$ cat config.mk
export PLATFORM = sky130hd
export DESIGN_NAME = cmp_control
export DESIGN_NICKNAME = d
export VERILOG_FILES = /design/src/inc/cmp_pkg.sv /design/src/rtl/cmp_control.sv /design/src/rtl/cmp_sync2.sv /design/src/rtl/cmp_channel.sv
export VERILOG_INCLUDE_DIRS = /design/src /design/src/inc
export SDC_FILE = /design/constraint.sdc
export NUM_CORES = 1
export LEC_CHECK = 0
export ABC_AREA = 1
export BUFFER_PORTS_ARGS = -buffer_cell sky130_fd_sc_hd__buf_2
export CORE_UTILIZATION = 61
export CTS_BUF_LIST = sky130_fd_sc_hd__clkbuf_8
export DETAILED_ROUTE_END_ITERATION = 10
export PLACE_DENSITY = 0.82
export SYNTH_ARGS = -nofsm -noshare
export SYNTH_HDL_FRONTEND = slang
export SYNTH_SLANG_ARGS = --single-unit
export TNS_END_PERCENT = 1
$ cat constraint.sdc
create_clock -name ref_clk -period 5.4 [get_ports ref_clk]
set_input_delay 0.54 -clock ref_clk [delete_from_list [all_inputs] [get_ports ref_clk]]
set_output_delay 0.54 -clock ref_clk [all_outputs]
set_load 0.01 [all_outputs]
$ cat src/inc/cmp_params.svh
// constants for the dual comparator control block
// assumes byte-wide register port addressed at the cpu special register space
`ifndef CMP_PARAMS_SVH
`define CMP_PARAMS_SVH

// register addresses (8-bit)
`define CMP_ONE_ADDR 8'hAC
`define CMP_TWO_ADDR 8'hAD
`define IRQ_EN0_ADDR 8'hA8
`define IRQ_EN1_ADDR 8'hE8
`define P0_DIS_ADDR 8'hF6
`define P0_READ_ADDR 8'h80

// control register field positions
`define BIT_ENABLE 5
`define BIT_POS_SEL 4
`define BIT_NEG_SEL 3
`define BIT_OUT_EN 2
`define BIT_SYNC_RES 1
`define BIT_CHANGE 0

// interrupt enable bit positions
`define BIT_GLOBAL_IRQ 7
`define BIT_IRQ_EN_ONE 5
`define BIT_IRQ_EN_TWO 2

// reset value of every register
`define REG_RESET 8'h00

// writable mask of a control register (bits 7:6 reserved, bit 1 read only)
`define CTRL_WMASK 8'h3D

// settle time after enable, in ns, and cycles at 100 MHz
`define CLK_PERIOD_NS 10
`define SETTLE_NS 10000
`define SETTLE_CYCLES (`SETTLE_NS / `CLK_PERIOD_NS)

`endif

$ cat src/inc/cmp_pkg.sv
// types shared by the comparator control block
// assumes cmp_params.svh is available on the include path
package cmp_pkg;

  // register port request from the cpu
  typedef struct packed
  {
    logic [7:0] addr;
    logic [7:0] wdata;
    logic wr;
    logic rd;
  } reg_req_s;

  // settings one comparator channel takes from its control register
  typedef struct packed
  {
    logic enable;
    logic pos_sel;
    logic neg_sel;
    logic out_en;
  } chan_cfg_s;

  // warm-up tracking state of a channel
  typedef enum logic [0:0]
  {
    CH_OFF = 1'b0,
    CH_ON = 1'b1
  } chan_state_e;

endpackage

$ cat src/rtl/cmp_control.sv
// top of the dual comparator control block with its register port
// assumes a cpu master with one-cycle strobes and no wait states
//
// The plain strobed port was chosen for this implementation.
`timescale 1ns/1ps
`include "cmp_params.svh"
// Function
// - output one when positive exceeds negative
// - enable bit switches comparator on
// - bit 4 picks positive pin a/b
// - bit 3 picks reference pin or internal
// - raw result drives pin when enabled and output enabled
// - bit 1 synced result, zero when disabled
// - hardware sets change flag on change
// - irq needs flag, channel and global enable
// - port0 input disable bits read zero
// - three select bits give eight configurations
// - two identical registers at ACh, ADh
module cmp_control
  import cmp_pkg::*;
(
  // clock and reset
  input wire logic ref_clk,
  input wire logic reset,
  // register port
  input wire reg_req_s req,
  output logic [7:0] rdata,
  // analog comparisons per channel: index {neg_sel, pos_sel}
  input wire logic [3:0] cmp_one_raw,
  input wire logic [3:0] cmp_two_raw,
  // port 0 pins, asynchronous
  input wire logic [7:0] port0_pins,
  // comparator output pins
  output logic compare_output_pin_one,
  output logic compare_output_pin_two,
  // interrupt requests
  output logic irq_one,
  output logic irq_two,
  // warm-up status, high while a channel is still settling
  output logic settling_one,
  output logic settling_two
);

  // ------------------------------------------------------------
  // registers
  // ------------------------------------------------------------
  logic [7:0] comparator_one_control_q; // writable bits only
  logic [7:0] comparator_two_control_q;
  logic [7:0] irq_enable_reg0_q;
  logic [7:0] irq_enable_reg1_q;
  logic [7:0] port0_digital_input_disable_q;
  logic [7:0] p0_s1_q; // first synchroniser stage, port 0
  logic [7:0] p0_s2_q; // second stage
  chan_cfg_s cfg_one;
  chan_cfg_s cfg_two;
  logic clr_one; // write of zero to change flag, channel one
  logic clr_two;
  logic raw_one;
  logic raw_two;
  logic res_one;
  logic res_two;
  logic flag_one;
  logic flag_two;
  logic wr_one;
  logic wr_two;
  logic [7:0] rdata_d;
  logic [13:0] settle_one_q; // warm-up counters
  logic [13:0] settle_two_q;
  chan_state_e st_one_q;
  chan_state_e st_two_q;
  localparam logic [13:0] SETTLE = 14'(`SETTLE_CYCLES);

  assign wr_one = req.wr && req.addr == `CMP_ONE_ADDR;
  assign wr_two = req.wr && req.addr == `CMP_TWO_ADDR;

  // write of zero to bit 0 clears, one leaves the flag alone
  assign clr_one = wr_one && !req.wdata[`BIT_CHANGE];
  assign clr_two = wr_two && !req.wdata[`BIT_CHANGE];

  // ------------------------------------------------------------
  // control registers
  // ------------------------------------------------------------
  always_ff @(posedge ref_clk or posedge reset)
  begin
    if (reset)
    begin
      comparator_one_control_q <= `REG_RESET;
      comparator_two_control_q <= `REG_RESET;
    end
    else
    begin
      // reserved, result and flag bits are not stored
      if (wr_one)
        comparator_one_control_q <= req.wdata & `CTRL_WMASK & 8'h3C;
      if (wr_two)
        comparator_two_control_q <= req.wdata & `CTRL_WMASK & 8'h3C;
    end
  end

  // interrupt enables and port 0 input disable
  always_ff @(posedge ref_clk or posedge reset)
  begin
    if (reset)
    begin
      irq_enable_reg0_q <= `REG_RESET;
      irq_enable_reg1_q <= `REG_RESET;
      port0_digital_input_disable_q <= `REG_RESET;
    end
    else if (req.wr)
    begin
      case (req.addr)
        `IRQ_EN0_ADDR: irq_enable_reg0_q <= req.wdata;
        `IRQ_EN1_ADDR: irq_enable_reg1_q <= req.wdata;
        `P0_DIS_ADDR: port0_digital_input_disable_q <= req.wdata;
        default: ;
      endcase
    end
  end

  // configuration fields, same layout for both channels
  assign cfg_one = '{enable: comparator_one_control_q[`BIT_ENABLE],
                     pos_sel: comparator_one_control_q[`BIT_POS_SEL],
                     neg_sel: comparator_one_control_q[`BIT_NEG_SEL],
                     out_en: comparator_one_control_q[`BIT_OUT_EN]};
  assign cfg_two = '{enable: comparator_two_control_q[`BIT_ENABLE],
                     pos_sel: comparator_two_control_q[`BIT_POS_SEL],
                     neg_sel: comparator_two_control_q[`BIT_NEG_SEL],
                     out_en: comparator_two_control_q[`BIT_OUT_EN]};

  // ------------------------------------------------------------
  // channels
  // ------------------------------------------------------------
  cmp_channel u_one (
    .ref_clk(ref_clk),
    .reset(reset),
    .cfg(cfg_one),
    .flag_clr(clr_one),
    .raw_cmp(cmp_one_raw),
    .raw_out(raw_one),
    .sync_res(res_one),
    .change_flag(flag_one)
  );

  cmp_channel u_two (
    .ref_clk(ref_clk),
    .reset(reset),
    .cfg(cfg_two),
    .flag_clr(clr_two),
    .raw_cmp(cmp_two_raw),
    .raw_out(raw_two),
    .sync_res(res_two),
    .change_flag(flag_two)
  );

  // ------------------------------------------------------------
  // output pins
  // ------------------------------------------------------------
  // one flop here keeps the top-level output registered; the raw path
  // inside the channel stays unsynchronised to the compare itself
  always_ff @(posedge ref_clk or posedge reset)
  begin
    if (reset)
    begin
      compare_output_pin_one <= 1'b0;
      compare_output_pin_two <= 1'b0;
    end
    else
    begin
      compare_output_pin_one <= raw_one;
      compare_output_pin_two <= raw_two;
    end
  end

  // interrupt requests, level while the flag stands
  always_ff @(posedge ref_clk or posedge reset)
  begin
    if (reset)
    begin
      irq_one <= 1'b0;
      irq_two <= 1'b0;
    end
    else
    begin
      irq_one <= flag_one & irq_enable_reg1_q[`BIT_IRQ_EN_ONE]
                 & irq_enable_reg0_q[`BIT_GLOBAL_IRQ];
      irq_two <= flag_two & irq_enable_reg1_q[`BIT_IRQ_EN_TWO]
                 & irq_enable_reg0_q[`BIT_GLOBAL_IRQ];
    end
  end

  // ------------------------------------------------------------
  // warm-up tracking, informs software of the settle window
  // ------------------------------------------------------------
  always_ff @(posedge ref_clk or posedge reset)
  begin
    if (reset)
    begin
      st_one_q <= CH_OFF;
      settle_one_q <= '0;
    end
    else
    begin
      case (st_one_q)
        CH_OFF:
        begin
          settle_one_q <= SETTLE;
          if (cfg_one.enable)
            st_one_q <= CH_ON;
        end
        CH_ON:
        begin
          if (!cfg_one.enable)
            st_one_q <= CH_OFF;
          else if (settle_one_q != 14'h0000)
            settle_one_q <= settle_one_q - 14'h0001;
        end
        default: st_one_q <= CH_OFF;
      endcase
    end
  end

  always_ff @(posedge ref_clk or posedge reset)
  begin
    if (reset)
    begin
      st_two_q <= CH_OFF;
      settle_two_q <= '0;
    end
    else
    begin
      case (st_two_q)
        CH_OFF:
        begin
          settle_two_q <= SETTLE;
          if (cfg_two.enable)
            st_two_q <= CH_ON;
        end
        CH_ON:
        begin
          if (!cfg_two.enable)
            st_two_q <= CH_OFF;
          else if (settle_two_q != 14'h0000)
            settle_two_q <= settle_two_q - 14'h0001;
        end
        default: st_two_q <= CH_OFF;
      endcase
    end
  end

  always_ff @(posedge ref_clk or posedge reset)
  begin
    if (reset)
    begin
      settling_one <= 1'b0;
      settling_two <= 1'b0;
    end
    else
    begin
      settling_one <= cfg_one.enable && settle_one_q != 14'h0000;
      settling_two <= cfg_two.enable && settle_two_q != 14'h0000;
    end
  end

  // ------------------------------------------------------------
  // port 0 input synchroniser
  // ------------------------------------------------------------
  always_ff @(posedge ref_clk or posedge reset)
  begin
    if (reset)
    begin
      p0_s1_q <= 8'h00;
      p0_s2_q <= 8'h00;
    end
    else
    begin
      p0_s1_q <= port0_pins;
      p0_s2_q <= p0_s1_q;
    end
  end

  // ------------------------------------------------------------
  // read mux, data stands the cycle after the strobe only
  // ------------------------------------------------------------
  always_comb
  begin
    rdata_d = 8'h00;
    if (req.rd)
    begin
      case (req.addr)
        `CMP_ONE_ADDR: rdata_d = comparator_one_control_q
                                 | {6'h00, res_one, flag_one};
        `CMP_TWO_ADDR: rdata_d = comparator_two_control_q
                                 | {6'h00, res_two, flag_two};
        `IRQ_EN0_ADDR: rdata_d = irq_enable_reg0_q;
        `IRQ_EN1_ADDR: rdata_d = irq_enable_reg1_q;
        `P0_DIS_ADDR: rdata_d = port0_digital_input_disable_q;
        // disabled inputs read zero
        `P0_READ_ADDR: rdata_d = p0_s2_q
                                 & ~port0_digital_input_disable_q;
        default: rdata_d = 8'h00; // unmapped reads zero
      endcase
    end
  end

  always_ff @(posedge ref_clk or posedge reset)
  begin
    if (reset)
      rdata <= 8'h00;
    else
      rdata <= rdata_d;
  end
endmodule

$ cat src/rtl/cmp_sync2.sv
// two flip-flop synchroniser for one asynchronous level
// assumes the input may change at any time relative to ref_clk
`timescale 1ns/1ps
module cmp_sync2
  import cmp_pkg::*;
(
  // clock and reset
  input wire logic ref_clk,
  input wire logic reset,
  // data
  input wire logic async_in,
  output logic sync_out
);

  logic meta_q; // first stage, read only by the second

  // ------------------------------------------------------------
  // two stage capture
  // ------------------------------------------------------------
  always_ff @(posedge ref_clk or posedge reset)
  begin
    if (reset)
    begin
      meta_q <= 1'b0;
      sync_out <= 1'b0;
    end
    else
    begin
      meta_q <= async_in;
      sync_out <= meta_q;
    end
  end

endmodule

$ cat src/rtl/cmp_channel.sv
// one comparator channel: input routing, result sync and change flag
// assumes the analog compare is done outside and arrives as a level
`timescale 1ns/1ps
`include "cmp_params.svh"
module cmp_channel
  import cmp_pkg::*;
(
  // clock and reset
  input wire logic ref_clk,
  input wire logic reset,
  // configuration and software clear
  input wire chan_cfg_s cfg,
  input wire logic flag_clr,
  // analog comparisons for each input pairing, asynchronous
  input wire logic [3:0] raw_cmp,
  // results
  output logic raw_out,
  output logic sync_res,
  output logic change_flag
);

  logic raw_sel; // selected raw result
  logic sync_w; // synchroniser output
  logic prev_q; // last synced result

  // raw_cmp index: {neg_sel, pos_sel}; each is pos > neg for that pair
  assign raw_sel =
    raw_cmp[{cfg.neg_sel, cfg.pos_sel}];
  // raw path leaves unsynchronised, gated by enable and output enable
  assign raw_out = cfg.enable & cfg.out_en & raw_sel;

  cmp_sync2 u_sync (
    .ref_clk(ref_clk),
    .reset(reset),
    .async_in(raw_sel),
    .sync_out(sync_w)
  );

  // ------------------------------------------------------------
  // synced result and change detection
  // ------------------------------------------------------------
  always_ff @(posedge ref_clk or posedge reset)
  begin
    if (reset)
    begin
      sync_res <= 1'b0;
      prev_q <= 1'b0;
    end
    else
    begin
      // forced low while disabled
      sync_res <= cfg.enable & sync_w;
      prev_q <= sync_res;
    end
  end

  // set wins over software clear; disable clears unconditionally
  always_ff @(posedge ref_clk or posedge reset)
  begin
    if (reset)
      change_flag <= 1'b0;
    else if (!cfg.enable)
      change_flag <= 1'b0;
    else if (sync_res != prev_q)
      change_flag <= 1'b1;
    else if (flag_clr)
      change_flag <= 1'b0;
  end

endmodule

==> flow_summary_export.csv, run 1 <==
group,metric,value,unit
global_route,grt_overflow_total,0,
cells_and_area,most-common-layout-cells,"nand2_1 (163), dfrtp_1 (102), nor2_1 (70)",
cells_and_area,area_growth,10.8,%
placed_design,dp_hpwl,7.30,mm
timing,setup_viol,0,
power,ir_worst_vdd,186,uV
timing,finClkSkew,0.0147,ns
clocking,root_buffer,"clkbuf_8",
global_route,grtUsageTotal,0.266,
routing,viasPerCell,5.35,
yosys,synth_top_area_share,0.526,
power,p_leak,2.71,nW
clocking,clk_pin_slew,0.11,ns
routing,wl,10.2,mm
clocking,cts.repair.resized,0,
global_route,grt_max_degree,61,
yosys,synthCells,600,
clocking,clk_path_buf_depth,2,
clocking,postCtsSetupRepairBufs,0,
timing,min_period,1.90,ns
clocking,cts_tree,"yes",
clocking,htreeDepth,3,
routing,wl_per_cell,13.4,um
cells_and_area,layout_commonest_cell,"nand2_1",
routing,drc,0,
timing,tightest_slew,0.717,ns
routing,first_pass_iters,5,
floorplan,rows,32,
yosys,synth_cell_types,30,
timing,fmax,525,MHz
floorplan,die_area,8310,um2
timing,min_period_over_period,0.353,
floorplan,start_util,0.628,
timing,slew_viol_final,0,
yosys,synth_top_cell_by_area,"dfrtp_1",
job,drv_cap,0,
global_route,grt_pass1_wl,17.3,mm
clocking,cts.sink_count,102,
yosys,syn_area_per_cell,8.08,um2
outcome,outcome,"finished, final reports clean",
placed_design,io_buffers,49,
yosys,synth.cell_area,4850,um2
timing,hold_viol_final,0,
clocking,ctsHoldBuffers,0,
global_route,antenna_found_initial,0,
power,powerDensity,259,nW/um2
critical_path,crit_required,5.71,ns
global_route,grt_pass1_vias,3961,
floorplan,io_pins,50,
yosys,synth_nets,638,
power,p_clk_frac,0.346,
power,power_frac_comb,0.070,
timing,slew_headroom,0.522,
cells_and_area,antenna_cells,0,
floorplan,die_w,91.2,um
timing,finalSetupTns,0,ns
critical_path,arrival,2.21,ns
cells_and_area,drive_above_1_share,0.152,
critical_path,worst_setup_path_start_kind,"flop",
hold_path,hold_path.class,"input port to asynchronous set/reset pin",
critical_path,critPathKind,"flop to flop",
yosys,yosysWarnings,0,
yosys,ys_seq_area_frac,0.526,
clocking,clk_latency,0.38,ns
power,p_sw,383,uW
floorplan,die_y,91.2,um
power,totalPowerFinal,1.39,mW
critical_path,worst-path-max-fanout,12,
timing,rsz0062_at_grt,"no",
cells_and_area,n_fill_cell,629,
yosys,ys_ff_latch,102,
clocking,cts_made_buffers,9,
routing,drt-initial-drc-count,200,
placed_design,finalWeightedCongestion,0.872,
power,seq_power_share,0.584,
power,p_int,1.01,mW
yosys,synth_area_leaders,"dfrtp_1 (53%), nand2_1 (13%), nand3_1 (7.1%)",
power,swShare,0.276,
floorplan,core,7730,um2
routing,ant_nets,0,
cells_and_area,fin_nets,691,
routing,num_vias,4068,
critical_path,end_kind,"flop",
==> cell families after synthesis <==
group | count (synthesis) | share of synthesized area
simple gates | 338 | 0.310
flops | 102 | 0.526
buf+inv | 82 | 0.0691
compound gates | 69 | 0.0766
xor+xnor | 7 | 0.0126
fa+ha+maj | 2 | 0.00516
==> metrics by stage <==
| stage | utilization | hold WS [ns] | area (um2) | worst slack (ns) | cells |
|---|---|---|---|---|---|
| floorplan | - | 0.331 | 4850 | 2.18 | 600 |
| global placement | 0.670 | 0.332 | 5180 | 3.50 | 744 |
| detailed placement | 0.670 | 0.337 | 5180 | 3.40 | 744 |
| CTS | 0.696 | 0.205 | 5380 | 3.50 | 760 |
| global route | 0.696 | 0.221 | 5380 | 3.34 | 760 |
| finish | 0.696 | 0.187 | 5380 | 3.50 | 760 |
==> state kept, by name, indices dropped and copies added, names as in the netlist, 4 cells and up <==
name                           flops
p0_s2_q                            8
settle_two_q                      14
port0_digital_input_disable_q      8
p0_s1_q                            8
rdata                              8
irq_enable_reg0_q                  8
comparator_two_control_q           4
irq_enable_reg1_q                  8
comparator_one_control_q           4
settle_one_q                      14
==> worst paths after layout <==
| check | startpoint | slack, ns | depth (start not counted) | end |
|---|---|---|---|---|
| min in group ref_clk | port0_pins[6] | 0.26 | 1 | p0_s1_q[6]$_DFF_PP0_ |
| max in group asynchronous | reset | 4.10 | 3 | port0_digital_input_disable_q[5]$_DFFE_PP0P_ |
| max | settle_one_q[0]$_DFFE_PP0P_ | 3.50 | 8 | settle_one_q[0]$_DFFE_PP0P_ |
| min reg2reg | p0_s1_q[1]$_DFF_PP0_ | 0.36 | 0 | p0_s2_q[1]$_DFF_PP0_ |
| min | reset | 0.19 | 2 | u_one.prev_q$_DFF_PP0_ |
| max reg2reg | settle_one_q[0]$_DFFE_PP0P_ | 3.50 | 8 | settle_one_q[0]$_DFFE_PP0P_ |
==> synthesized netlist by cell type <==
cell type,number
nor3_1,3
dfrtp_1,102
inv_2,9
nand2_2,6
nand2_4,1
nor3_2,1
o21ai_1,37
nand4_1,8
nand3b_1,2
ha_1,2
buf_6,3
clkbuf_1,3
a21oi_1,9
xor2_1,4
nor3b_4,1
nand2_1,163
nor2_2,4
nand3_2,4
or2_2,1
buf_2,1
nor2_1,70
nor2_4,5
o21ai_0,14
nand3_1,69
inv_1,65
xnor2_1,3
o21a_1,7
a21boi_2,1
a21boi_1,1
buf_4,1
==> power groups by stage <==
stage / logic, mW / registers (mW) / clock network [mW]
6_report: 0.0976 / 0.811 / 0.481
5_1_grt: 0.112 / 0.815 / 0.519
4_1_cts: 0.0992 / 0.811 / 0.493
3_5_place_dp: 0.0988 / 0.826 / 0
3_3_place_gp: 0.0953 / 0.825 / 0
2_1_floorplan: 0.0674 / 0.818 / 0
==> layout make-up <==
cell class	instances	area (um2)	area share
Sequential cell	102	2550	0.475
Multi-Input combinational cell	416	1960	0.365
Inverter	74	280	0.0521
Timing Repair Buffer	50	253	0.0470
Tap cell	102	128	0.0237
Clock buffer	9	124	0.0230
Clock inverter	7	75.1	0.0140
==> metal layers <==
layer | GRT usage | share of wire | routed length (um)
met1 | 0.314 | 0.42 | 4310
met4 | 0.126 | 0.026 | 269
met3 | 0.0494 | 0.043 | 434
met2 | 0.468 | 0.51 | 5170
met5 | 0 | 0 | 0
==> worst max-delay path, cell delays in order (launching register included) <==
cell and delay, ns:
dfrtp_1 0.43, inv_1 0.09, ha_1 0.27, nand2_2 0.11
nor2_4 0.17, nand2_2 0.08, a21boi_2 0.43, nand2_1 0.12
o21ai_1 0.12
Note: power is estimated with default switching activity, not from simulation.
==> run 2: changes to the inputs <==
- ABC_AREA: 1 -> 0
- CORE_UTILIZATION: 61 -> 55
- PLACE_DENSITY: 0.82 -> 0.79
- clock period: 5.4 -> 1.7 ns (I/O delays scaled with it)
==> run 2 against run 1 <==
  * Sequential power increased to 3.1 times the previous value
  * Via count decreased by 14%
  * The run now ends with setup timing left
  * Count of clock-buffer cells in the layout unchanged
  * Cell area increased by 7.6%
  * Cell count decreased by 22%
  * Die area increased by 2.7%
  * Critical path type unchanged
  * Combinational power increased to 2.9 times the previous value
  * Synthesized cell count decreased by 39%
  * Critical path depth decreased by 4
  * Worst setup slack got worse by 3.8 ns
  * Fmax decreased by 3.5%
  * Flip-flop and latch count unchanged
==> flow_summary_export.csv, run 2 <==
group,metric,value,unit
clocking,cts_made_buffers,9,
yosys,synth_area_leaders,"dfrtp_1 (57%), mux2_2 (8.5%), mux2i_1 (4.2%)",
cells_and_area,fin_nets,526,
yosys,synth_edf_count,0,
critical_path,reg2reg_from,"settle_two_q[11]$_DFFE_PP0P_",
critical_path,arrival,2.27,ns
power,p_leak,2.62,nW
cells_and_area,area_growth,28.7,%
critical_path,crit_path_cell_trace,"or4_4, or4_4, and2_4, a211oi_2",
timing,min_period_over_period,1.16,
floorplan,rows,32,
routing,num_vias,3514,
yosys,synth_cell_types,57,
cells_and_area,most-common-layout-cells,"dfrtp_1 (102), buf_4 (60), buf_2 (49)",
yosys,synth_top_area_share,0.568,
clocking,htreeDepth,3,
cells_and_area,drive_above_1_share,0.402,
placed_design,dp_hpwl,6.77,mm
critical_path,end_kind,"flop",
floorplan,core,7810,um2
outcome,outcome,"complete, but fails checks",
yosys,synthCells,369,
cells_and_area,top_regs,"settle_one_q: 14 flops, settle_two_q: 14 flops",
yosys,synth.most_common_cell,"dfrtp_1",
global_route,grt_max_degree,103,
power,p_clk_frac,0.368,
timing,setup_slack,-0.272,ns
clocking,root_buffer,"clkbuf_8",
timing,fmax,507,MHz
job,drv_cap,0,
power,power_frac_comb,0.064,
global_route,grtUsageTotal,0.252,
critical_path,cp-startpoint,"settle_two_q[11]$_DFFE_PP0P_",
placed_design,finalWeightedCongestion,0.917,
global_route,grt_overflow_total,0,
cells_and_area,n_fill_cell,516,
critical_path,reg2regPathDepth,4,
power,ir_worst_vdd,630,uV
routing,drc,0,
global_route,grt_pass1_vias,3569,
power,p_sw,1.11,mW
timing,finalSetupTns,-2.59,ns
timing,min_period,1.97,ns
clocking,clk_pin_slew,0.11,ns
floorplan,start_util,0.575,
routing,ant_nets,0,
yosys,ys_seq_area_frac,0.568,
timing,slew_headroom,0.596,
hold_path,hold_path.class,"input port to flop",
timing,finClkSkew,0.0124,ns
critical_path,worst-path-max-fanout,8,
power,swShare,0.249,
critical_path,reg2reg_to,"settle_two_q[1]$_DFFE_PP0P_",
timing,setup_viol,15,
yosys,ys_ff_latch,102,
floorplan,die_y,92.4,um
clocking,clk_latency,0.37,ns
yosys,async_flop_share,1.00,
floorplan,io_pins,50,
yosys,synth_nets,407,
placed_design,io_buffers,49,
outcome,failed_checks,"setup timing",
critical_path,path_common_cell,"or4_4",
critical_path,crit_end,"settle_two_q[1]$_DFFE_PP0P_",
power,seq_power_share,0.568,
clocking,cts_tree,"yes",
yosys,yosysWarnings,0,
routing,first_pass_iters,5,
critical_path,cp_slowest_cell,"or4_4",
floorplan,die_area,8530,um2
power,powerDensity,774,nW/um2
routing,wl_per_cell,17.0,um
global_route,antenna_found_initial,1,
global_route,grt_pass1_wl,16.5,mm
routing,wl,10.1,mm
yosys,synth.cell_area,4490,um2
critical_path,crit_required,2.00,ns
timing,slew_viol_final,0,
power,p_int,3.36,mW
yosys,syn_area_per_cell,12.2,um2
cells_and_area,layout_commonest_cell,"dfrtp_1",
cells_and_area,utilization,0.741,
yosys,ys.flop_type,"dfrtp_1",
critical_path,critPathKind,"flop to flop",
routing,viasPerCell,5.90,
timing,tightest_slew,0.606,ns
critical_path,cp_slowest_stage_delay,0.61,ns
timing,hold_viol_final,0,
clocking,cts.sink_count,102,
routing,drt-initial-drc-count,238,
yosys,synth_common_cells,"dfrtp_1 (102), mux2_2 (34), nand2_1 (26)",
timing,rsz0062_at_grt,"yes",
critical_path,worst_setup_path_start_kind,"flop",
floorplan,die_w,92.4,um
critical_path,r2r_slack,-0.27,ns
placed_design,dp_cells,568,
cells_and_area,instances_no_fill,596,
yosys,synth_top_cell_by_area,"dfrtp_1",
clocking,clk_path_buf_depth,2,
==> run 2: per-stage QoR <==
stage / hold WS [ns] / worst slack (ns) / power (mW) / instance area (um2)
after floorplan: 0.201 / -0.404 / 2.73 / 4500
after global placement: 0.277 / -0.257 / 2.84 / 5280
after detailed placement: 0.279 / -0.302 / 2.86 / 5280
after CTS: 0.0392 / -0.246 / 4.52 / 5680
after global routing: 0.0434 / -0.326 / 4.65 / 5780
final: 0.0546 / -0.272 / 4.48 / 5780
==> run 2: power groups by stage <==
stage | logic, mW | registers, mW | clock network, mW
2_1_floorplan | 0.154 | 2.57 | 0
3_3_place_gp | 0.259 | 2.59 | 0
3_5_place_dp | 0.268 | 2.59 | 0
4_1_cts | 0.285 | 2.54 | 1.69
5_1_grt | 0.315 | 2.55 | 1.78
6_report | 0.284 | 2.54 | 1.65
==> run 2: cell type report <==
cell class	count	area (um2)	share of cell area
Antenna cell	1	2.50	0.000433
Sequential cell	102	2550	0.441
Clock inverter	7	100	0.0173
Inverter	16	63.8	0.0110
Multi-Input combinational cell	237	1970	0.341
Timing Repair Buffer	122	840	0.145
Clock buffer	9	124	0.0214
Tap cell	102	128	0.0221
==> run 2: metal layers <==
layer / vias up / track usage / share of wire
li1: 1610 / - / -
met1: 1760 / 0.308 / 0.41
met5: - / 0 / 0
met3: 23 / 0.0624 / 0.050
met2: 121 / 0.427 / 0.52
met4: 0 / 0.0990 / 0.019
==> run 2: kinds of logic (layout without fill, tap and decap cells) <==
| group | count (synthesis) | in the layout | share of synthesized area |
|---|---|---|---|
| compound gates | 56 | 56 | 0.0947 |
| mux | 55 | 55 | 0.138 |
| flops | 102 | 102 | 0.568 |
| other cells | 0 | 1 | 0 |
| xor+xnor | 3 | 3 | 0.00585 |
| buf+inv | 30 | 154 | 0.0287 |
| simple gates | 121 | 121 | 0.160 |
| fa+ha+maj | 2 | 2 | 0.00557 |
==> run 2: how the worst min path moves through the flow <==
stage / end / from / slack, ns / cells past startpoint
2_1_floorplan: p0_s1_q[0]$_DFF_PP0_ / port0_pins[0] / 0.20 / 0
3_3_place_gp: p0_s1_q[7]$_DFF_PP0_ / port0_pins[7] / 0.28 / 1
3_5_place_dp: p0_s1_q[7]$_DFF_PP0_ / port0_pins[7] / 0.28 / 1
4_1_cts: irq_enable_reg0_q[1]$_DFFE_PP0P_ / req[3] / 0.04 / 2
5_1_grt: irq_enable_reg0_q[7]$_DFFE_PP0P_ / req[9] / 0.04 / 2
6_report: irq_enable_reg0_q[6]$_DFFE_PP0P_ / req[8] / 0.05 / 2
==> run 2: critical path: cells and delay by family (launching register included) <==
kind | cells | cell delay, ns
simple gates | 3 | 1.35
compound gates | 1 | 0.17
flops | 1 | 0.40
==> run 2: what timing repair did <==
action,CTS,global route
buffers inserted,2,0
setup endpoints to repair,22,28
gates resized for setup,16,19
hold endpoints to repair,110,0
hold buffers,9,0
pin swaps,13,10
